$ cat src/hw/ccd_defines.svh
/*
 * Register offsets, field positions, reset values and sizes of the
 * processor configuration and debug register bank.
 * Assumes inclusion by bare name from the design module.
 */
`ifndef CCD_DEFINES_SVH
`define CCD_DEFINES_SVH

`define CCD_ADDR_W          8
`define CCD_OFF_IMPL_CFG0   8'h00
`define CCD_OFF_RUN_COUNT   8'h04
`define CCD_OFF_RUN_CTRL    8'h08
`define CCD_OFF_COND_FLAGS  8'h0c
`define CCD_OFF_VERSION_ID  8'h10
`define CCD_OFF_MACH_STATE  8'h14
`define CCD_OFF_RUN_STATUS  8'h18

`define CCD_BIT_FETCH_COH   24
`define CCD_BIT_BCAST_EN    28
`define CCD_BIT_PRIV_LEVEL  14
`define CCD_BIT_RUN_LSB     0
`define CCD_BIT_RUN_GO      1
`define CCD_BIT_ST_HALTED   0
`define CCD_BIT_ST_COUNTING 1

`define CCD_RST_IMPL_CFG0   32'h0000_0000
`define CCD_RST_MACH_STATE  32'h0000_0000
`define CCD_RST_COND_FLAGS  32'h0000_0000
`define CCD_RST_RUN_COUNT   33'h0_0000_0000

`endif

$ cat src/hw/ccd_pkg.sv
/*
 * Types shared by the configuration and debug register bank.
 * Assumes the defines header sits on the include path.
 */
package ccd_pkg;

  typedef enum logic [1:0] {
    CCD_COP_FLUSH = 2'b00,
    CCD_COP_INVAL = 2'b01,
    CCD_COP_STORE = 2'b10
  } ccd_cache_op_t;

  typedef enum logic [1:0] {
    CCD_RUN_IDLE     = 2'b00,
    CCD_RUN_COUNTING = 2'b01,
    CCD_RUN_HALTED   = 2'b10
  } ccd_run_state_t;

  typedef struct packed {
    logic        valid;
    logic [4:0]  src_a;
    logic [4:0]  src_b;
    logic        use_imm;
    logic [15:0] imm;
  } ccd_operand_req_t;

  typedef struct packed {
    logic        valid;
    logic [4:0]  dest;
    logic [31:0] value;
  } ccd_int_wb_t;

  typedef struct packed {
    logic        valid;
    logic [4:0]  dest;
    logic [63:0] value;
  } ccd_fp_wb_t;

  typedef struct packed {
    logic       valid;
    logic [2:0] field;
    logic [3:0] value;
  } ccd_cr_wb_t;

  typedef struct packed {
    logic          valid;
    ccd_cache_op_t op;
    logic [31:0]   addr;
  } ccd_cache_req_t;

endpackage : ccd_pkg

$ cat src/hw/ccd_cfg_debug_regs.sv
/*
 * Configuration, debug run counter, version, register files and privilege
 * gate of the processor core, reached by software over a plain register
 * port and by the core over operand, write-back and bus-request ports.
 * Assumes one clock and requesters on that same clock.
 */
// Design decisions made here: the address map and strobed register access.
`timescale 1ns/100ps
`include "ccd_defines.svh"

module ccd_cfg_debug_regs
  import ccd_pkg::*;
#(
  parameter logic [15:0] VERSION_NUM  = 16'h00a5, // Arbitrary value.
  parameter logic [15:0] REVISION_LVL = 16'h0011, // Arbitrary value.
  parameter bit          FP_PRESENT   = 1'b1
) (
  // Clock and reset.
  input  wire logic                   clk_sys,
  input  wire logic                   reset_n,
  // Software register port.
  input  wire logic [`CCD_ADDR_W-1:0] reg_addr,
  input  wire logic [31:0]            reg_wdata,
  input  wire logic                   reg_wr,
  input  wire logic                   reg_rd,
  output logic      [31:0]            reg_rdata,
  // Trap entry forces supervisor mode.
  input  wire logic                   trap_enter,
  // Privileged operation check.
  input  wire logic                   op_check_valid,
  input  wire logic                   op_is_privileged,
  output logic                        op_allowed,
  output logic                        op_refused,
  // Integer operands and write-back.
  input  ccd_operand_req_t            operand_req,
  output logic                        operand_valid,
  output logic      [31:0]            operand_a,
  output logic      [31:0]            operand_b,
  input  ccd_int_wb_t                 int_wb,
  // Floating-point operands and write-back.
  input  wire logic                   fp_rd_valid,
  input  wire logic [4:0]             fp_src,
  output logic      [63:0]            fp_operand,
  input  ccd_fp_wb_t                  fp_wb,
  // Condition flags.
  input  ccd_cr_wb_t                  cr_wb,
  output logic      [31:0]            condition_flags,
  // Bus attributes and cache operations.
  output logic                        fetch_coherence_attr,
  input  ccd_cache_req_t              cache_req,
  output ccd_cache_req_t              bus_addr_only,
  output logic                        cache_op_local,
  // Snoop port.
  input  wire logic                   snoop_valid,
  input  wire logic                   snoop_is_cache_op,
  output logic                        snoop_accept,
  // Run control.
  output logic                        core_run,
  output logic                        core_halt,
  output logic                        supervisor_mode
);

  logic [31:0]    impl_config_0_q;
  logic [31:0]    machine_state_reg_q;
  logic [31:0]    condition_flags_q;
  logic [32:0]    debug_run_counter_q;
  ccd_run_state_t run_state_q;
  logic [31:0]    integer_register_file [32];
  logic [31:0]    rdata_d;
  logic [31:0]    imm_ext;
  logic           supervisor;
  logic           wr_impl;
  logic           wr_count;
  logic           wr_ctrl;
  logic           wr_msr;
  logic           wr_cr;

  // Privilege bit set means user mode.
  assign supervisor = ~machine_state_reg_q[`CCD_BIT_PRIV_LEVEL];
  assign supervisor_mode = supervisor;

  // Supervisor registers ignore user-mode writes; flags stay user writable.
  assign wr_impl  = reg_wr && supervisor &&
                    (reg_addr == `CCD_OFF_IMPL_CFG0);
  assign wr_count = reg_wr && supervisor &&
                    (reg_addr == `CCD_OFF_RUN_COUNT);
  assign wr_ctrl  = reg_wr && supervisor &&
                    (reg_addr == `CCD_OFF_RUN_CTRL);
  assign wr_msr   = reg_wr && supervisor &&
                    (reg_addr == `CCD_OFF_MACH_STATE);
  assign wr_cr    = reg_wr && (reg_addr == `CCD_OFF_COND_FLAGS);

  always_ff @(posedge clk_sys) begin
    if (!reset_n) begin
      impl_config_0_q <= `CCD_RST_IMPL_CFG0;
    end else if (wr_impl) begin
      impl_config_0_q <= reg_wdata;
    end
  end

  // Trap entry wins over a software write in the same cycle.
  always_ff @(posedge clk_sys) begin
    if (!reset_n) begin
      machine_state_reg_q <= `CCD_RST_MACH_STATE;
    end else if (trap_enter) begin
      machine_state_reg_q[`CCD_BIT_PRIV_LEVEL] <= 1'b0;
    end else if (wr_msr) begin
      machine_state_reg_q <= reg_wdata;
    end
  end

  always_ff @(posedge clk_sys) begin
    if (!reset_n) begin
      op_allowed <= 1'b0;
      op_refused <= 1'b0;
    end else begin
      op_allowed <= op_check_valid && (supervisor || !op_is_privileged);
      op_refused <= op_check_valid && !supervisor && op_is_privileged;
    end
  end

  // Upper 32 bits count down; the low bit changes only on run-control writes.
  always_ff @(posedge clk_sys) begin
    if (!reset_n) begin
      debug_run_counter_q <= `CCD_RST_RUN_COUNT;
      run_state_q         <= CCD_RUN_IDLE;
    end else begin
      if (wr_count) begin
        debug_run_counter_q[32:1] <= reg_wdata;
      end else if (run_state_q == CCD_RUN_COUNTING &&
                   debug_run_counter_q[32:1] != 32'h0000_0000) begin
        debug_run_counter_q[32:1] <= debug_run_counter_q[32:1] - 32'h1;
      end
      if (wr_ctrl) begin
        debug_run_counter_q[`CCD_BIT_RUN_LSB] <=
          reg_wdata[`CCD_BIT_RUN_LSB];
      end
      unique case (run_state_q)
        CCD_RUN_IDLE, CCD_RUN_HALTED: begin
          if (wr_ctrl && reg_wdata[`CCD_BIT_RUN_GO]) begin
            run_state_q <= CCD_RUN_COUNTING;
          end
        end
        CCD_RUN_COUNTING: begin
          if (wr_ctrl && !reg_wdata[`CCD_BIT_RUN_GO]) begin
            run_state_q <= CCD_RUN_IDLE;
          end else if (!wr_count &&
                       debug_run_counter_q[32:1] <= 32'h0000_0001) begin
            run_state_q <= CCD_RUN_HALTED;
          end
        end
        default: begin
          run_state_q <= CCD_RUN_IDLE;
        end
      endcase
    end
  end

  assign core_run  = (run_state_q == CCD_RUN_COUNTING) ||
                     (run_state_q == CCD_RUN_IDLE);
  assign core_halt = (run_state_q == CCD_RUN_HALTED);

  // Whole-register writes from software lose to a field write from the core.
  always_ff @(posedge clk_sys) begin
    if (!reset_n) begin
      condition_flags_q <= `CCD_RST_COND_FLAGS;
    end else begin
      if (wr_cr) begin
        condition_flags_q <= reg_wdata;
      end
      if (cr_wb.valid) begin
        condition_flags_q[{cr_wb.field, 2'b00} +: 4] <= cr_wb.value;
      end
    end
  end
  assign condition_flags = condition_flags_q;

  always_ff @(posedge clk_sys) begin
    if (int_wb.valid) begin
      integer_register_file[int_wb.dest] <= int_wb.value;
    end
  end

  assign imm_ext = {{16{operand_req.imm[15]}}, operand_req.imm};

  always_ff @(posedge clk_sys) begin
    if (!reset_n) begin
      operand_valid <= 1'b0;
      operand_a     <= 32'h0000_0000;
      operand_b     <= 32'h0000_0000;
    end else begin
      operand_valid <= operand_req.valid;
      if (operand_req.valid) begin
        operand_a <= integer_register_file[operand_req.src_a];
        operand_b <= operand_req.use_imm ? imm_ext :
                     integer_register_file[operand_req.src_b];
      end
    end
  end

  // Reduced variant has no floating-point storage and reads zero.
  generate
    if (FP_PRESENT) begin : g_fp
      logic [63:0] float_register_file [32];
      always_ff @(posedge clk_sys) begin
        if (fp_wb.valid) begin
          float_register_file[fp_wb.dest] <= fp_wb.value;
        end
      end
      always_ff @(posedge clk_sys) begin
        if (!reset_n) begin
          fp_operand <= 64'h0000_0000_0000_0000;
        end else if (fp_rd_valid) begin
          fp_operand <= float_register_file[fp_src];
        end
      end
    end else begin : g_no_fp
      always_ff @(posedge clk_sys) begin
        fp_operand <= 64'h0000_0000_0000_0000;
      end
    end
  endgenerate

  assign fetch_coherence_attr =
    impl_config_0_q[`CCD_BIT_FETCH_COH];

  // Cache-block operations leave as address-only bus requests when enabled.
  always_ff @(posedge clk_sys) begin
    if (!reset_n) begin
      bus_addr_only  <= '0;
      cache_op_local <= 1'b0;
    end else begin
      bus_addr_only.valid <= cache_req.valid &&
                             impl_config_0_q[`CCD_BIT_BCAST_EN];
      bus_addr_only.op    <= cache_req.op;
      bus_addr_only.addr  <= cache_req.addr;
      cache_op_local      <= cache_req.valid &&
                             !impl_config_0_q[`CCD_BIT_BCAST_EN];
    end
  end

  // Broadcast cache-block operations from other masters are never taken.
  always_ff @(posedge clk_sys) begin
    if (!reset_n) begin
      snoop_accept <= 1'b0;
    end else begin
      snoop_accept <= snoop_valid && !snoop_is_cache_op;
    end
  end

  always_comb begin
    rdata_d = 32'h0000_0000;
    unique case (reg_addr)
      `CCD_OFF_IMPL_CFG0:  rdata_d = impl_config_0_q;
      `CCD_OFF_RUN_COUNT:  rdata_d = debug_run_counter_q[32:1];
      `CCD_OFF_RUN_CTRL: begin
        rdata_d[`CCD_BIT_RUN_LSB] = debug_run_counter_q[`CCD_BIT_RUN_LSB];
        rdata_d[`CCD_BIT_RUN_GO]  = (run_state_q == CCD_RUN_COUNTING);
      end
      `CCD_OFF_COND_FLAGS: rdata_d = condition_flags_q;
      `CCD_OFF_VERSION_ID: rdata_d = {VERSION_NUM, REVISION_LVL};
      `CCD_OFF_MACH_STATE: rdata_d = machine_state_reg_q;
      `CCD_OFF_RUN_STATUS: begin
        rdata_d[`CCD_BIT_ST_HALTED]   = (run_state_q == CCD_RUN_HALTED);
        rdata_d[`CCD_BIT_ST_COUNTING] = (run_state_q == CCD_RUN_COUNTING);
      end
      default:             rdata_d = 32'h0000_0000;
    endcase
  end

  // Read data stand only in the cycle after the strobe.
  always_ff @(posedge clk_sys) begin
    if (!reset_n) begin
      reg_rdata <= 32'h0000_0000;
    end else begin
      reg_rdata <= reg_rd ? rdata_d : 32'h0000_0000;
    end
  end

endmodule : ccd_cfg_debug_regs

$ cat config.mk
export PLATFORM = sky130hd
export DESIGN_NAME = ccd_cfg_debug_regs
export DESIGN_NICKNAME = d
export VERILOG_FILES = /design/src/hw/ccd_pkg.sv /design/src/hw/ccd_cfg_debug_regs.sv
export VERILOG_INCLUDE_DIRS = /design/src /design/src/hw
export SDC_FILE = /design/constraint.sdc
export NUM_CORES = 2
export LEC_CHECK = 0
export BUFFER_PORTS_ARGS = -buffer_cell sky130_fd_sc_hd__buf_4
export CORE_MARGIN = 2
export CORE_UTILIZATION = 50
export DETAILED_ROUTE_END_ITERATION = 16
export PLACE_DENSITY = 0.66
export SLEW_MARGIN = 20
export SYNTH_ARGS = -nofsm -noshare
export SYNTH_HDL_FRONTEND = slang
export SYNTH_SLANG_ARGS = --single-unit
$ cat constraint.sdc
create_clock -name clk_sys -period 5.4 [get_ports clk_sys]
set_clock_uncertainty 0.1 [all_clocks]
set_input_delay 0.27 -clock clk_sys [delete_from_list [all_inputs] [get_ports clk_sys]]
set_output_delay 0.27 -clock clk_sys [all_outputs]
set_load 0.02 [all_outputs]
# Word-level counts from Yosys, hierarchy flattened
# Memories as Yosys holds them, arrays and structs flattened. A register that Yosys moved wholly into a read port is not among the register bits.
# Index checks and enable logic that the tools add are counted.
# W data, S select, Z words.
# word_totals
out_inout_bits,236
in_bits,234
mem_count,2
reg_bits,235
ramBits,3072
word_cells,88
# op_classes
shifts,2
mux,17
add_sub_neg,2
n_reduce_logical,34
bitwise,3
n_lt_le_gt_ge,1
eq_ne,10
# memory_table
memory,words,word_bits,read_ports,rd_clocked_by_memory_dff,write_ports,line_no,rtl
g_fp.float_register_file,32,64,1,1,1,ccd_cfg_debug_regs.sv:204,logic [63:0] float_register_file [32];
integer_register_file,32,32,2,1,1,ccd_cfg_debug_regs.sv:68,logic [31:0] integer_register_file [32];
# ops
op,n
$mux W32,6
$pmux W30 S5,1
$bwmux W32,1
$le A32 B1 Y1 const B,1
$reduce_bool A32 Y1,1
$shift A4 B7 Y32 const A,1
$shiftx A4 B7 Y32,1
$sub A32 B1 Y32 const B,1
$eq A8 B5 Y1 const B,3
$eq A8 B4 Y1 const B,2
$logic_and A1 B1 Y1,16
$pmux W2 S7,1
$eq A8 B3 Y1 const B,1
$logic_not A8 Y1,1
$logic_not A1 Y1,7
$neg A5 Y7,1
$mux W2,3
$reduce_and A2 Y1,3
$mux W1,4
$pmux W2 S2,1
$reduce_or A2 Y1,2
$ne A3 B3 Y1 const B,1
$not A1 Y1,3
$eq A2 B1 Y1 const B,1
other kinds (5),6

# Longest topological paths before layout
# depth
word_depth,8
depth_mapped,10
depth_no_buf,8

# Worst setup path before layout
# OpenSTA, ideal clock, no wires.
# synth_timing
kind,input-to-reg
from,input port fp_wb[65] (netlist bit)
to,memory g_fp.float_register_file[12][0] (enable)
required_ps,4814
slack_ps,1207
t_arrival_ps,3606
cell_stages,3
setup_time_ps,486
path_buffers,1
cell_sequence,or3b_2 -> clkbuf_1 -> nor2_1
# synth_lines
element,line_no,rtl
"start, declared",ccd_cfg_debug_regs.sv:44,"input ccd_fp_wb_t fp_wb,"
"end, declared",ccd_cfg_debug_regs.sv:204,
# No word-level cell before the write port.

# Worst setup path in the final report
# layout_timing
from,input port reg_addr[6]
to,"register condition_flags_q[18], in the netlist condition_flags[18]"
# layout_between
elab_chain_len,6
# layout_lines
element,line_no,rtl
"start, declared",ccd_cfg_debug_regs.sv:22,"input wire logic [`CCD_ADDR_W-1:0] reg_addr,"
$eq A8 B4 Y1 *,--,
$logic_and A1 B1 Y1 *,ccd_cfg_debug_regs.sv:91,assign wr_cr = reg_wr && (reg_addr == `CCD_OFF_COND_FLAGS);
$mux W32 *,ccd_cfg_debug_regs.sv:168,if (wr_cr) begin
$mux W32 *,ccd_cfg_debug_regs.sv:165,if (!reset_n) begin
$bwmux W32,ccd_cfg_debug_regs.sv:172,"condition_flags_q[{cr_wb.field, 2'b00} +: 4] <= cr_wb.value;"
$mux W32 *,ccd_cfg_debug_regs.sv:171,if (cr_wb.valid) begin
"end signal, assigned",ccd_cfg_debug_regs.sv:166,condition_flags_q <= `CCD_RST_COND_FLAGS;
"end signal, assigned",ccd_cfg_debug_regs.sv:169,condition_flags_q <= reg_wdata;
"end signal, assigned by index",ccd_cfg_debug_regs.sv:172,
"end, declared",ccd_cfg_debug_regs.sv:65,logic [31:0] condition_flags_q;
# Every way passes the cells marked *; elsewhere a longest branch is shown, timed or not. The select of a mux whose other input is x is not followed.
# A chain may end at the register's enable or synchronous reset.

==> flow_metrics.env <==
export IMPL_status="finished clean"
export IMPL_path_class="in -> reg"
export IMPL_nFillCells=19590
export IMPL_drt_first_iter_violations=9883
export IMPL_viasPerCell=6.594
export IMPL_rsz0062_at_grt="false"
export IMPL_grt_pass1_vias=77160
export IMPL_num_rows=192
export IMPL_seq_area_sq_mm=0.09887
export IMPL_setup_viol=0
export IMPL_clkTransAtPathRegs_ns=0.06
export IMPL_p_seq_frac=0.513
export IMPL_synth_fp_nets=7136
export IMPL_crit_path_start_kind="input pin"
export IMPL_multi_input_area_sq_mm=0.03711
export IMPL_syn_to_final_growth_pct=16.97
export IMPL_numPortBuffers=469
export IMPL_cp_max_fo=48
export IMPL_crit_path_end_kind="flop"
export IMPL_gr_usage_all_layers=0.2744
export IMPL_nets=7988
export IMPL_final_area_sq_mm=0.1606
export IMPL_final_util=0.5876
export IMPL_coreArea_sq_mm=0.2734
export IMPL_yosysWarnings=0
export IMPL_synth_xor_area_share=0.001913
export IMPL_synth_edf_count=3072
export IMPL_synthArstFlopShare=0
export IMPL_synth_simple_area_share=0.02353
export IMPL_layout_commonest_cell="edfxtp_1"
export IMPL_synthesis_area_sq_mm=0.1373
export IMPL_die_h_um=528.1
export IMPL_antenna_found_initial=21
export IMPL_placed_cell_area_sq_mm=0.1464
export IMPL_synth_avg_cell_area_sq_um=19.91
export IMPL_hold_violations=0
export IMPL_cts_sink_count=3403
export IMPL_fp_dieW_um=528.1
export IMPL_worst_pin_slew_ns=1.203
export IMPL_slew_headroom=0.1981
export IMPL_crit_chain="dlygate4sd3_1 > buf_4 > or4_4 > dlygate4sd3_1 > or3b_2 > nor2_2 > buf_4 > nand2_1 > buf_4 > mux2i_1 > a21oi_1 > dlygate4sd3_1"
export IMPL_ir_worst_vdd_v=0.0002568
export IMPL_synth_compound_area_share=0.03797
export IMPL_cts_buffers=350
export IMPL_crit_arrival_ns=4.59
export IMPL_cts_resized=0
export IMPL_gp_congestion=0.8555
export IMPL_drt_total_wl_mm=387.1
export IMPL_cts_root_buf="clkbuf_16"
export IMPL_cp_required_ns=6.08
export IMPL_p_int_mw=44.55
export IMPL_synth_top_flop_cell="edfxtp_1"
export IMPL_cts_tree="done"
export IMPL_synthCells=6897
export IMPL_p_leak_nw=52.24
export IMPL_dieArea_sq_mm=0.2789
export IMPL_layout_common_cells="3,072 x edfxtp_1, 981 x mux4_2, 608 x buf_4, 354 x clkbuf_16, 341 x mux2i_1"
export IMPL_fin_crit_sh=0.7237
export IMPL_finalSetupTns_ns=0
export IMPL_ys_ff_latch=3403
export IMPL_gr_total_overflow=0
export IMPL_pwr_share_comb=0.064
export IMPL_grt_pass1_wl_mm=553.8
export IMPL_ant_nets=0
export IMPL_fin_crit_ns=3.908
export IMPL_routedWlPerCell_um=33.27
export IMPL_insertion_delay_ns=0.93
export IMPL_critical_path_slowest_cell="dlygate4sd3_1"
export IMPL_ctsHoldBuffers=279
export IMPL_clock_path_buffers=4
export IMPL_ioPinCount=470
export IMPL_drt_pass1_iterations=5
export IMPL_ys_seq_area_frac=0.7200
export IMPL_final_max_slew_viol_count=0
export IMPL_synth_adder_area_share=0.0004555
export IMPL_swShare=0.2195
export IMPL_dp_hpwl_mm=210.5
export IMPL_drc=0
export IMPL_powerDensity_mw_per_mm2=355.4
export IMPL_postCtsSetupBuffers=0
export IMPL_clock_fmax_mhz=255.9
export IMPL_initial_core_util=0.5024
export IMPL_vias=76720
export IMPL_drive_gt1_frac=0.3057
export IMPL_drv_cap=0
export IMPL_max_stage_delay_ns=0.62
export IMPL_hp_class="in -> reg"
export IMPL_grt_max_degree=103
export IMPL_worst_hold_slack_ns=0.07030
export IMPL_synth_mux_area_frac=0.2021
export IMPL_cts_htree_levels=5
export IMPL_power_frac_clock=0.422
export IMPL_synth_cell_types=58
export IMPL_p_sw_mw=12.53
export IMPL_synth_top_family_by_area="multiplexers"
per-layer routing:
metal | track usage | up-vias | part of all wire
met4 | 0.06859 | 8 | 0.026
met3 | 0.05031 | 669 | 0.10
met5 | 0 | - | 0.00015
li1 | - | 30650 | -
met1 | 0.4042 | 40900 | 0.40
met2 | 0.4269 | 4491 | 0.47
final cells by class:
class | instances | share of cell area
clock buffers | 471 | 0.05931
inverters | 15 | 0.0003583
multi-input cells | 3025 | 0.2310
clock inverters | 170 | 0.01171
flip-flops and latches | 3403 | 0.6155
well taps | 3589 | 0.02796
diodes | 7 | 0.0001090
repair buffers | 954 | 0.05402
cell families (layout without fill, tap and decap cells):
kind of cell	count (synthesis)	count (layout)
compound gates	790	790
xor+xnor	30	30
fa+ha+maj	5	5
buf+inv	469	1610
flops	3403	3403
mux	1522	1522
other cells	0	7
simple gates	678	678
through the flow:
stage	std cells	total power [mW]	setup WS, ns
5_1_grt	11630	58.64	1.424
2_1_floorplan	6897	31.80	1.207
4_1_cts	11630	57.38	1.650
3_5_place_dp	10710	33.33	2.105
6_report	11630	57.08	1.492
3_3_place_gp	10700	33.25	2.140
power by group through the flow:
stage,clock [mW],sequential [mW],combinational [mW]
2_1_floorplan,0,29.9,1.91
3_3_place_gp,0,29.8,3.43
3_5_place_dp,0,29.8,3.48
4_1_cts,24.4,29.3,3.67
5_1_grt,25.5,29.3,3.89
6_report,24.1,29.3,3.68
state kept, by name, summed over array words and instances (netlist names):
signal / count
operand_valid: 1
debug_run_counter_q: 33
reg_rdata: 32
run_state_q: 2
op_refused: 1
bus_addr_only: 35
machine_state_reg_q: 32
snoop_accept: 1
op_allowed: 1
operand_a: 32
g_fp.float_register_file: 2048
integer_register_file: 1024
fp_operand: 64
operand_b: 32
condition_flags: 32
cache_op_local: 1
impl_config_0_q: 32
critical path: cells and delay by family:
| family | cells | cell delay, ns |
|---|---|---|
| buffers and inverters | 6 | 2.62 |
| and+or+nand+nor | 4 | 1.38 |
| AOI/OAI and AO/OA | 1 | 0.09 |
| muxes | 1 | 0.20 |
synthesized netlist by cell type, types with 8 or more instances:
| master | n | area [sq um] |
|---|---|---|
| a21oi_1 | 191 | 955.9 |
| nor2_1 | 125 | 469.2 |
| nor2b_1 | 15 | 93.84 |
| o21ai_0 | 188 | 940.9 |
| xnor2_1 | 11 | 96.34 |
| clkbuf_1 | 263 | 987.2 |
| nor3_1 | 23 | 115.1 |
| o211ai_1 | 8 | 60.06 |
| mux2i_1 | 341 | 3413 |
| nand2b_1 | 14 | 87.58 |
| nand2_1 | 298 | 1119 |
| xor2_1 | 19 | 166.4 |
| a22oi_1 | 99 | 743.2 |
| a31oi_1 | 20 | 125.1 |
| and2_1 | 54 | 337.8 |
| nand3_1 | 29 | 145.1 |
| buf_2 | 131 | 655.6 |
| edfxtp_1 | 3072 | 92250 |
| mux2_2 | 200 | 2252 |
| mux4_2 | 981 | 22090 |
| inv_1 | 14 | 52.55 |
| or3b_2 | 8 | 70.07 |
| a221oi_1 | 90 | 788.3 |
| o22ai_1 | 13 | 81.33 |
| and3_1 | 39 | 244.0 |
| buf_1 | 59 | 221.5 |
| a211oi_1 | 52 | 390.4 |
| o221ai_1 | 98 | 858.3 |
| nand3b_1 | 14 | 105.1 |
| dfxtp_1 | 331 | 6626 |
| nand4_1 | 20 | 125.1 |
final timing paths:
path | startpoint | to | slack (ns) | cells after the start
max reg2reg | debug_run_counter_q[6] | debug_run_counter_q[2] | 2.52 | 6
max | reg_addr[6] | condition_flags[18] | 1.49 | 12
min | operand_req[16] | operand_b[12] | 0.07 | 4
min reg2reg | impl_config_0_q[6] | impl_config_0_q[6] | 0.36 | 2
(Power assumes the default switching activity.)
